$ cat src/hdl/ibreg_cfg.svh
`ifndef IBREG_CFG_SVH
`define IBREG_CFG_SVH
// address codes (addr_bit1, addr_bit0)
`define IBREG_ADDR_STATE 2'h0
`define IBREG_ADDR_CMD 2'h1
`define IBREG_ADDR_CAUSE 2'h2
`define IBREG_ADDR_DATA 2'h3
`define IBREG_ADDR_NONE 2'h0
`define IBREG_ADDR_CTRL 2'h1
`define IBREG_ADDR_POLL 2'h2
`define IBREG_ADDR_OUT 2'h3
// state flag positions
`define IBREG_ST_LISTEN 0
`define IBREG_ST_TALK 1
`define IBREG_ST_POLL 2
`define IBREG_ST_REMOTE 3
`define IBREG_ST_SRQ 4
// cause bits
`define IBREG_IC_CMD 0
`define IBREG_IC_OUT_EMPTY 1
`define IBREG_IC_DATA 2
// control bits, active low pulses
`define IBREG_CT_PWRUP 2
`define IBREG_CT_LOCAL 10
`define IBREG_CT_EOI 12
`define IBREG_CT_WIDTH 16
// status byte fields
`define IBREG_PS_SRQ 7
`define IBREG_PS_DONE 5
`define IBREG_PS_SRQ_DONE 8'h50
`define IBREG_CT_RESET 16'hFFFF
`define IBREG_BYTE_RESET 8'h00
`endif

$ cat src/hdl/ibreg_pkg.sv
package ibreg_pkg;
  typedef logic [7:0] ibreg_byte_t;
  typedef enum logic [2:0] {
    IBREG_RD_STATE = 3'b000,
    IBREG_RD_CMD = 3'b001,
    IBREG_RD_CAUSE = 3'b010,
    IBREG_RD_DATA = 3'b011,
    IBREG_WR_NONE = 3'b100,
    IBREG_WR_CTRL = 3'b101,
    IBREG_WR_POLL = 3'b110,
    IBREG_WR_OUT = 3'b111
  } ibreg_sel_t;
endpackage

$ cat src/hdl/ibreg_if.sv
`timescale 1ns/100ps
interface ibreg_if;
  logic phi2;
  logic interface_select_n;
  logic read_write_n;
  logic addr_bit1_n;
  logic addr_bit0_n;
  logic [7:0] wdata;
  logic [7:0] rdata;
  logic interrupt_request_n;
  modport dev (
    input phi2, interface_select_n, read_write_n, addr_bit1_n, addr_bit0_n, wdata,
    output rdata, interrupt_request_n
  );
  modport cpu (
    output phi2, interface_select_n, read_write_n, addr_bit1_n, addr_bit0_n, wdata,
    input rdata, interrupt_request_n
  );
endinterface

$ cat src/hdl/ibreg_dev.sv
`timescale 1ns/100ps
`include "ibreg_cfg.svh"
// Overview of operation
// select only when selected low and phase two
// rw and two address bits pick strobe
// reads: state, command, cause, received data
// writes: none, control, poll status, outgoing
// state read shows listen talk poll remote srq
// processor reads command after a command
// interrupt asserted, cause buffer shows reason
// received byte latched, data flag, interrupt raised
// cause bit 2 high when data waits
// control bit 10 pulse clears remote
// control bit 2 pulse clears poll talk listen
// control bit 12 low asserts eoi after last
// poll status byte supplied in poll mode
// outgoing data one byte per write
// outgoing data drives only outside poll mode
// cause read clears interrupt flag
// received data read clears data flag
// write to code zero has no effect
module ibreg_dev
  import ibreg_pkg::*;
(
  input wire logic clk,
  input wire logic rst,
  // processor side
  ibreg_if.dev bus,
  // bus engine side
  input wire logic set_listen,
  input wire logic set_talk,
  input wire logic set_poll,
  input wire logic clr_poll,
  input wire logic set_remote,
  input wire logic set_srq,
  input wire logic byte_in_valid,
  input wire logic [7:0] byte_in,
  input wire logic cmd_in_valid,
  input wire logic [7:0] cmd_in,
  input wire logic out_taken,
  output logic [7:0] bus_byte_out,
  output logic bus_byte_out_en,
  output logic eoi_request,
  output logic out_pending
);
  // processor lines cross in from another clock; two flops first
  logic [4:0] sync1, sync2;
  logic [7:0] wd1, wd2;
  logic phi2_d;
  logic [7:0] state_flags, cmd_reg, data_reg, poll_reg, out_reg;
  logic [15:0] ctrl_reg;
  logic irq_flag, cmd_flag, data_flag;
  logic [7:0] rdata_q;
  logic irq_n_q;
  logic [7:0] next_state_flags, next_cmd_reg, next_data_reg, next_poll_reg, next_out_reg;
  logic [15:0] next_ctrl_reg;
  logic next_irq_flag, next_cmd_flag, next_data_flag, next_out_pending;
  logic [7:0] next_rdata;
  logic [7:0] next_bus_byte_out;
  logic next_bus_byte_out_en, next_eoi_request, next_irq_n;
  logic strobe;
  ibreg_sel_t sel;
  logic [7:0] cause;

  always_ff @(posedge clk or posedge rst) begin
    if (rst) begin
      sync1 <= 5'h0F;
      sync2 <= 5'h0F;
      wd1 <= 8'h00;
      wd2 <= 8'h00;
      phi2_d <= 1'b0;
    end else begin
      sync1 <= {bus.phi2, bus.interface_select_n, bus.read_write_n,
                bus.addr_bit1_n, bus.addr_bit0_n};
      sync2 <= sync1;
      wd1 <= bus.wdata;
      wd2 <= wd1;
      phi2_d <= sync2[4];
    end
  end

  // one access per rising phase two while selected
  assign strobe = sync2[4] && !phi2_d && !sync2[3];
  // address lines are active low, so invert to get the code; rw high means write
  assign sel = ibreg_sel_t'({sync2[2], !sync2[1], !sync2[0]});
  assign cause = {5'h00, data_flag, !out_pending, cmd_flag};

  always_comb begin
    next_state_flags = state_flags;
    next_cmd_reg = cmd_reg;
    next_data_reg = data_reg;
    next_poll_reg = poll_reg;
    next_out_reg = out_reg;
    next_ctrl_reg = ctrl_reg;
    next_irq_flag = irq_flag;
    next_cmd_flag = cmd_flag;
    next_data_flag = data_flag;
    next_out_pending = out_pending;
    next_rdata = rdata_q;
    if (out_taken) begin
      next_out_pending = 1'b0;
    end
    if (strobe) begin
      case (sel)
        IBREG_RD_STATE: next_rdata = state_flags;
        IBREG_RD_CMD: begin
          next_rdata = cmd_reg;
          next_cmd_flag = 1'b0;
        end
        IBREG_RD_CAUSE: begin
          next_rdata = cause;
          next_irq_flag = 1'b0;
        end
        IBREG_RD_DATA: begin
          next_rdata = data_reg;
          next_data_flag = 1'b0;
        end
        IBREG_WR_NONE: next_rdata = rdata_q;
        // byte-wide bus: upper half takes the byte nibble-swapped, so bits 2, 10, 12 differ
        IBREG_WR_CTRL: next_ctrl_reg = {wd2[3:0], wd2[7:4], wd2};
        IBREG_WR_POLL: next_poll_reg = wd2;
        IBREG_WR_OUT: begin
          next_out_reg = wd2;
          next_out_pending = 1'b1;
        end
        default: next_rdata = rdata_q;
      endcase
    end
    // control pulses: act on the low level of the written bit
    if (!ctrl_reg[`IBREG_CT_LOCAL]) begin
      next_state_flags[`IBREG_ST_REMOTE] = 1'b0;
    end
    if (!ctrl_reg[`IBREG_CT_PWRUP]) begin
      next_state_flags[`IBREG_ST_POLL] = 1'b0;
      next_state_flags[`IBREG_ST_TALK] = 1'b0;
      next_state_flags[`IBREG_ST_LISTEN] = 1'b0;
    end
    // engine events win over clears in the same cycle
    if (set_listen) begin
      next_state_flags[`IBREG_ST_LISTEN] = 1'b1;
    end
    if (set_talk) begin
      next_state_flags[`IBREG_ST_TALK] = 1'b1;
    end
    if (clr_poll) begin
      next_state_flags[`IBREG_ST_POLL] = 1'b0;
    end
    if (set_poll) begin
      next_state_flags[`IBREG_ST_POLL] = 1'b1;
    end
    if (set_remote) begin
      next_state_flags[`IBREG_ST_REMOTE] = 1'b1;
    end
    next_state_flags[`IBREG_ST_SRQ] = state_flags[`IBREG_ST_SRQ] | set_srq;
    if (byte_in_valid) begin
      next_data_reg = byte_in;
      next_data_flag = 1'b1;
      next_irq_flag = 1'b1;
    end
    if (cmd_in_valid) begin
      next_cmd_reg = cmd_in;
      next_cmd_flag = 1'b1;
      next_irq_flag = 1'b1;
    end
    // poll mode presents the status byte instead of data
    next_bus_byte_out = next_state_flags[`IBREG_ST_POLL] ? next_poll_reg : next_out_reg;
    next_bus_byte_out_en = !next_state_flags[`IBREG_ST_POLL];
    next_eoi_request = !next_ctrl_reg[`IBREG_CT_EOI];
    next_irq_n = !next_irq_flag;
  end

  always_ff @(posedge clk or posedge rst) begin
    if (rst) begin
      state_flags <= `IBREG_BYTE_RESET;
      cmd_reg <= `IBREG_BYTE_RESET;
      data_reg <= `IBREG_BYTE_RESET;
      poll_reg <= `IBREG_BYTE_RESET;
      out_reg <= `IBREG_BYTE_RESET;
      ctrl_reg <= `IBREG_CT_RESET;
      irq_flag <= 1'b0;
      cmd_flag <= 1'b0;
      data_flag <= 1'b0;
      out_pending <= 1'b0;
      rdata_q <= `IBREG_BYTE_RESET;
      irq_n_q <= 1'b1;
      bus_byte_out <= `IBREG_BYTE_RESET;
      bus_byte_out_en <= 1'b0;
      eoi_request <= 1'b0;
    end else begin
      state_flags <= next_state_flags;
      cmd_reg <= next_cmd_reg;
      data_reg <= next_data_reg;
      poll_reg <= next_poll_reg;
      out_reg <= next_out_reg;
      ctrl_reg <= next_ctrl_reg;
      irq_flag <= next_irq_flag;
      cmd_flag <= next_cmd_flag;
      data_flag <= next_data_flag;
      out_pending <= next_out_pending;
      rdata_q <= next_rdata;
      irq_n_q <= next_irq_n;
      bus_byte_out <= next_bus_byte_out;
      bus_byte_out_en <= next_bus_byte_out_en;
      eoi_request <= next_eoi_request;
    end
  end

  assign bus.rdata = rdata_q;
  assign bus.interrupt_request_n = irq_n_q;
endmodule

$ cat src/flat_wrapper.sv
// flat-port wrapper written by rule: the top's interface ports become plain ports
module ibreg_dev_flat import ibreg_pkg::*;
  (clk, rst, set_listen, set_talk, set_poll, clr_poll, set_remote, set_srq, byte_in_valid, byte_in, cmd_in_valid, cmd_in, out_taken, bus_byte_out, bus_byte_out_en, eoi_request, out_pending, bus_phi2, bus_interface_select_n, bus_read_write_n, bus_addr_bit1_n, bus_addr_bit0_n, bus_wdata, bus_rdata, bus_interrupt_request_n);
  ibreg_if bus_i ();
  input wire logic clk;
  input wire logic rst;
  input wire logic set_listen;
  input wire logic set_talk;
  input wire logic set_poll;
  input wire logic clr_poll;
  input wire logic set_remote;
  input wire logic set_srq;
  input wire logic byte_in_valid;
  input wire logic [7:0] byte_in;
  input wire logic cmd_in_valid;
  input wire logic [7:0] cmd_in;
  input wire logic out_taken;
  output logic [7:0] bus_byte_out;
  output logic bus_byte_out_en;
  output logic eoi_request;
  output logic out_pending;
  input wire logic [$bits(bus_i.phi2)-1:0] bus_phi2;
  input wire logic [$bits(bus_i.interface_select_n)-1:0] bus_interface_select_n;
  input wire logic [$bits(bus_i.read_write_n)-1:0] bus_read_write_n;
  input wire logic [$bits(bus_i.addr_bit1_n)-1:0] bus_addr_bit1_n;
  input wire logic [$bits(bus_i.addr_bit0_n)-1:0] bus_addr_bit0_n;
  input wire logic [$bits(bus_i.wdata)-1:0] bus_wdata;
  output wire logic [$bits(bus_i.rdata)-1:0] bus_rdata;
  output wire logic [$bits(bus_i.interrupt_request_n)-1:0] bus_interrupt_request_n;
  assign bus_i.phi2 = bus_phi2;
  assign bus_i.interface_select_n = bus_interface_select_n;
  assign bus_i.read_write_n = bus_read_write_n;
  assign bus_i.addr_bit1_n = bus_addr_bit1_n;
  assign bus_i.addr_bit0_n = bus_addr_bit0_n;
  assign bus_i.wdata = bus_wdata;
  assign bus_rdata = bus_i.rdata;
  assign bus_interrupt_request_n = bus_i.interrupt_request_n;
  ibreg_dev u_core (.clk(clk), .rst(rst), .bus(bus_i), .set_listen(set_listen), .set_talk(set_talk), .set_poll(set_poll), .clr_poll(clr_poll), .set_remote(set_remote), .set_srq(set_srq), .byte_in_valid(byte_in_valid), .byte_in(byte_in), .cmd_in_valid(cmd_in_valid), .cmd_in(cmd_in), .out_taken(out_taken), .bus_byte_out(bus_byte_out), .bus_byte_out_en(bus_byte_out_en), .eoi_request(eoi_request), .out_pending(out_pending));
endmodule
$ cat config.mk
export PLATFORM = sky130hd
export DESIGN_NAME = ibreg_dev_flat
export DESIGN_NICKNAME = d
export VERILOG_FILES = /design/src/hdl/ibreg_pkg.sv /design/src/hdl/ibreg_if.sv /design/src/hdl/ibreg_dev.sv /design/src/flat_wrapper.sv
export VERILOG_INCLUDE_DIRS = /design/src /design/src/hdl
export SDC_FILE = /design/constraint.sdc
export NUM_CORES = 1
export LEC_CHECK = 0
export ABC_AREA = 1
export BUFFER_PORTS_ARGS = -buffer_cell sky130_fd_sc_hd__buf_4
export CORE_MARGIN = 2
export CORE_UTILIZATION = 35
export CTS_CLUSTER_DIAMETER = 60
export DETAILED_ROUTE_END_ITERATION = 10
export PLACE_DENSITY_LB_ADDON = 0.25
export SYNTH_ARGS = -nofsm -noshare
export SYNTH_HDL_FRONTEND = slang
export SYNTH_SLANG_ARGS = --single-unit
$ cat constraint.sdc
create_clock -name clk -period 7.5 [get_ports clk]
set_input_delay 1.5 -clock clk [delete_from_list [all_inputs] [get_ports clk]]
set_output_delay 1.5 -clock clk [all_outputs]
set_load 0.05 [all_outputs]
==> metrics.md, run 1 <==
| Metric | Value |
|---|---|
| R2R Setup Slk | `5340 ps` |
| Max-slew violations | `0` |
| Total chip power | `1.11 mW` |
| Detailed Route WL | `6900 µm` |
| Multi-input logic area | `955 µm²` |
| Status | `complete, no violations` |
| Ant diodes | `0` |
| CP max stage delay | `530 ps` |
| Pin count of the biggest net entering global routing | `90` |
| I/O Buffers | `59` |
| Most frequent cells after synthesis | `nand2_1, dfrtp_1, inv_1` |
| MaxCap Viol Count | `0` |
| Pre-CTS WS | `4810 ps` |
| Placement row count | `36` |
| Final Hold Viols | `0` |
| Cells after DPL | `530` |
| Die W | `103 µm` |
| CTS max path bufs | `2` |
| Worst Path Max Fanout | `1` |
| CP max-delay cell | `dfstp_2` |
| Leakage | `2.13 nW` |
| GPL Wtd Cong | `0.770` |
| # IOs | `60` |
| Final worst setup slack | `4950 ps` |
| Cell count after synthesis | `346` |
| Synthesized Nets | `386` |
| Tmin final | `2550 ps` |
| GRT Total Usage | `14.3%` |
| Routed vias | `2414` |
| Non-Filler Instances | `546` |
| Synth-to-layout area growth | `21.8%` |
| Crit. End Element | `output port` |
| CP Class | `flop to output port` |
| DRC | `0` |
| Top FF cell, synth | `dfrtp_1` |
| Starting density of the core | `35.7%` |
| Core Box Area | `9680 µm²` |
| Max VDD drop | `0.000123 V` |
| Max frequency | `392 MHz` |
| CTS Buf Count | `9` |
| Bufs and invs on worst path | `1` |
| Worst slew pin tran | `1120 ps` |
| Yosys warning total | `0` |
| Yosys reg bits | `90` |
| Final HPWL DP | `4610 µm` |
| CTS tree | `built` |
| Setup tns final | `0 ps` |
| DP Area | `4030 µm²` |
| Sequential element share of the synthesized area | `65.6%` |
| Fin nets | `448` |
| Ranking of synthesized cells by area | `dfrtp_1, nand2_1, dfstp_2` |
| First DRT Iteration DRCs | `101` |
| Filler cells | `953` |
| Number of global-route vias before repair | `2359` |
| Power per Cell Area | `263 nW/µm²` |
| Clk_skew | `12.5 ps` |
| Hold-fix buffer count after cts | `0` |
| EDFF count, synth | `0` |
| Worst path required time | `6000 ps` |
| # resized after CTS | `0` |
| Register Area | `2270 µm²` |
| Mapped cell area | `3460 µm²` |
| H-tree Lvls | `3` |
| WL per Instance | `12.6 µm` |
| Final Instance Area | `4210 µm²` |
| Data arrival, critical path | `1050 ps` |
| Post-synth ARST share | `100%` |
| Die area | `10700 µm²` |
| Share of layout cells above drive strength 1 | `24.5%` |
| Worst relative slew slack | `25.6%` |
| Period Utilization, post-route | `34.0%` |
| Via density | `4.42` |
| Startpoint Class | `flop` |
| End-of-flow core utilization | `43.5%` |
| Synth unique cells | `24` |
| HP Class | `flop to flop` |
| Critical path cell sequence | `buf_4` |
| Count leader, synth | `nand2_1` |
| CTS clk-pin slew, worst paths | `90 ps` |
| Clk_lat worst skew | `350 ps` |
| DRT Pass-1 Iters | `4` |
| First-pass GRT wire length | `11500 µm` |
| Post-route antenna net violation count | `0` |
| Fin Hold WS | `350 ps` |
| DIE HEIGHT | `103 µm` |
| Setup bufs post-CTS | `0` |
| Clk sinks | `90` |
| RSZ-0062 raised after global routing | `false` |
| Delay-heaviest family, CP | `flip-flops` |
| Synth area leader | `dfrtp_1` |
| Top-area cell type share of the netlist area | `56.4%` |
| Antenna violations before repair | `0` |
| Final setup violation count | `0` |
| Congestion Overflow GR | `0` |
| Avg Cell Area, Syn | `10.0 µm²` |
| CTS Root Cell | `clkbuf_8` |
[power by group]
part / switching, mW / leakage [nW] / internal, mW
Combinational: 0.140 / 0.993 / 0.0746
Clock: 0.163 / 0.0876 / 0.155
Sequential: 0.0271 / 1.05 / 0.548
Total: 0.330 / 2.13 / 0.777
[logic make-up (layout without fill, tap and decap cells)]
logic type,count (synthesis),in the layout,synth area share [%]
compound gates,24,24,4.09
buf+inv,56,123,6.84
flops,90,90,65.6
simple gates,176,176,23.5
[cells in the final DEF, fill, tap and decap left out, types with 2 or more instances in the layout]
cell | Yosys | layout
nand2_1 | 100 | 100
dfrtp_1 | 78 | 78
buf_4 | 2 | 60
inv_1 | 40 | 39
nand3_1 | 23 | 23
nand4_1 | 18 | 18
and2_1 | 16 | 16
dfstp_2 | 12 | 12
o21ai_1 | 9 | 9
nor2_1 | 9 | 9
clkbuf_8 | 0 | 9
o21ai_0 | 7 | 7
inv_2 | 6 | 6
clkbuf_1 | 3 | 4
a21o_1 | 3 | 3
nor2_2 | 3 | 3
nand3_2 | 3 | 3
o22ai_1 | 3 | 3
nor3_1 | 2 | 2
clkinv_2 | 0 | 2
[path summary, 6_finish.rpt]
kind                       depth (start not counted)                                startpoint                               to
setup / recovery                                   1  u_core.bus.interrupt_request_n$_DFF_PP1_          bus_interrupt_request_n
hold / removal                                     0                   u_core.wd1[4]$_DFF_PP0_          u_core.wd2[4]$_DFF_PP0_
setup reg to reg                                   7                   u_core.phi2_d$_DFF_PP0_  u_core.bus.rdata[0]$_DFFE_PP0P_
hold reg to reg                                    0                   u_core.wd1[4]$_DFF_PP0_          u_core.wd2[4]$_DFF_PP0_
max in group asynchronous                          3                                       rst          u_core.wd1[2]$_DFF_PP0_
min in group asynchronous                          2                                       rst          u_core.phi2_d$_DFF_PP0_
[final cells by class]
cell class,instances,area share [%]
multi-input cells,200,22.7
well taps,133,3.95
inverters,47,4.55
flip-flops and latches,90,53.8
clock inverters,3,1.01
clock buffers,13,3.30
repair buffers,60,10.7
[per-layer routing]
layer	routed length [µm]	GRT usage [%]
met4	81	4.96
met5	0	0
met2	3130	21.2
met3	334	4.03
met1	3350	20.1
Note: power is estimated with default switching activity, not from simulation.
==> run 2, diff against run 1 <==
clock period = 2.25 ns   (was 7.5 ns; I/O delays follow)
==> metrics.md, run 2 (synthesis results as in run 1) <==
| Metric | Value |
|---|---|
| Core Box Area | `9680 µm² (unchanged)` |
| Total chip power | `3.67 mW (was 1.11 mW)` |
| Power per Cell Area | `862 nW/µm² (was 263 nW/µm²)` |
| HP Class | `primary input to flop (was flop to flop)` |
| Filler cells | `931 (was 953)` |
| Max-slew violations | `0 (unchanged)` |
| I/O Buffers | `59 (unchanged)` |
| WL per Instance | `12.5 µm (was 12.6 µm)` |
| Final Hold Viols | `0 (unchanged)` |
| H-tree Lvls | `3 (unchanged)` |
| Worst relative slew slack | `62.7% (was 25.6%)` |
| Hold-fix buffer count after cts | `0 (unchanged)` |
| Crit. End Element | `flop (was output port)` |
| First-pass GRT wire length | `11400 µm (was 11500 µm)` |
| Period Utilization, post-route | `72.7%` |
| CTS Buf Count | `9 (unchanged)` |
| Synth-to-layout area growth | `23.1% (was 21.8%)` |
| CP Class | `flop to flop (was flop to output port)` |
| CTS Root Cell | `clkbuf_8 (unchanged)` |
| Clk_skew | `11.7 ps (was 12.5 ps)` |
| Die W | `103 µm (unchanged)` |
| Share of layout cells above drive strength 1 | `26.0% (was 24.5%)` |
| Final setup violation count | `0 (unchanged)` |
| Worst slew pin tran | `559 ps (was 1120 ps)` |
| Data arrival, critical path | `1940 ps (was 1050 ps)` |
| Number of global-route vias before repair | `2385 (was 2359)` |
| Via density | `4.44 (was 4.42)` |
| GPL Wtd Cong | `0.755 (was 0.770)` |
| DIE HEIGHT | `103 µm (unchanged)` |
| # IOs | `60 (unchanged)` |
| Starting density of the core | `35.7% (unchanged)` |
| Antenna violations before repair | `0 (unchanged)` |
| Routed vias | `2438 (was 2414)` |
| Startpoint Class | `flop (unchanged)` |
| Pin count of the biggest net entering global routing | `91 (was 90)` |
| Commonest non-fill, non-tap cell in the layout | `nand2_1 (unchanged)` |
| Worst Path Max Fanout | `15 (was 1)` |
| Congestion Overflow GR | `0 (unchanged)` |
| DRC | `0 (unchanged)` |
| Post-route antenna net violation count | `0 (unchanged)` |
| Placement row count | `36 (unchanged)` |
| RSZ-0062 raised after global routing | `false (unchanged)` |
| Worst path required time | `2550 ps (was 6000 ps)` |
| Leakage | `2.15 nW (was 2.13 nW)` |
| Setup tns final | `0 ps (unchanged)` |
| MaxCap Viol Count | `0 (unchanged)` |
| Max VDD drop | `0.000294 V (was 0.000123 V)` |
| Commonest non-fill, non-tap cells in the layout | `nand2_1, dfrtp_1, buf_4 (unchanged)` |
| Fin nets | `451 (was 448)` |
| Setup bufs post-CTS | `0 (unchanged)` |
| Detailed Route WL | `6840 µm (was 6900 µm)` |
| Die area | `10700 µm² (unchanged)` |
| First DRT Iteration DRCs | `102 (was 101)` |
| Clk_lat worst skew | `360 ps (was 350 ps)` |
| Ant diodes | `0 (unchanged)` |
| CTS clk-pin slew, worst paths | `90 ps (about the same)` |
| # resized after CTS | `0 (unchanged)` |
| End-of-flow core utilization | `44.0% (was 43.5%)` |
| DP Area | `4070 µm² (was 4030 µm²)` |
| CTS max path bufs | `2 (unchanged)` |
| Status | `complete, no violations (unchanged)` |
| Final HPWL DP | `4810 µm (was 4610 µm)` |
| Clk sinks | `90 (unchanged)` |
| Final Instance Area | `4260 µm² (was 4210 µm²)` |
| CTS tree | `built (unchanged)` |
| Final worst setup slack | `614 ps (was 4950 ps)` |
| GRT Total Usage | `14.3% (about the same)` |
| Max frequency | `611 MHz` |
| DRT Pass-1 Iters | `4 (unchanged)` |
| Tmin final | `1640 ps` |
| Pre-CTS WS | `600 ps (was 4810 ps)` |
run 2: final cells by class:
| cell class | count | area, µm² | share of cell area, % |
|---|---|---|---|
| flip-flops and latches | 90 | 2270 | 53.2 |
| multi-input cells | 200 | 955 | 22.4 |
| repair buffers | 63 | 485 | 11.4 |
| inverters | 47 | 194 | 4.55 |
| well taps | 133 | 166 | 3.91 |
| clock buffers | 12 | 165 | 3.88 |
| clock inverters | 4 | 25.0 | 0.588 |
run 2: stage by stage:
step	hold slack, ps	cells
5_1_grt	156	549
6_report	188	549
3_5_place_dp	335	533
3_3_place_gp	331	533
4_1_cts	165	549
2_1_floorplan	331	346
run 2: routing by layer:
metal,global-route usage [%],part of all wire (%),wire length (µm)
met1,18.6,46,3150
met2,21.3,47,3200
met3,4.57,4.7,321
met4,7.89,2.4,161
met5,0,0,0
run 2: power by group:
part	internal (mW)	switching, mW	total, mW
Sequential	1.83	0.0843	1.91
Clock	0.488	0.547	1.04
Combinational	0.255	0.470	0.725
run 2: critical path: stages (launching register included):
cell	delay, ps
dfrtp_1	360
inv_1	50
nand2_1	50
nor2_2	370
buf_4	300
nand3_2	180
nand2_1	130
nand3_1	80
nand2_1	70
run 2: path summary, 6_finish.rpt:
| kind | depth (start not counted) | slack (ps) | from | end |
|---|---|---|---|---|
| worst max-delay path | 8 | 610 | u_core.phi2_d$_DFF_PP0_ | u_core.bus_byte_out[3]$_DFF_PP0_ |
| worst min-delay path | 1 | 190 | bus_wdata[6] | u_core.wd1[6]$_DFF_PP0_ |
| worst max register to register | 8 | 610 | u_core.phi2_d$_DFF_PP0_ | u_core.bus_byte_out[3]$_DFF_PP0_ |
| worst min register to register | 0 | 350 | u_core.sync1[4]$_DFF_PP0_ | u_core.sync2[4]$_DFF_PP0_ |
| max in group asynchronous | 3 | 1650 | rst | u_core.sync1[1]$_DFF_PP1_ |
| min in group asynchronous | 3 | 200 | rst | u_core.sync2[4]$_DFF_PP0_ |
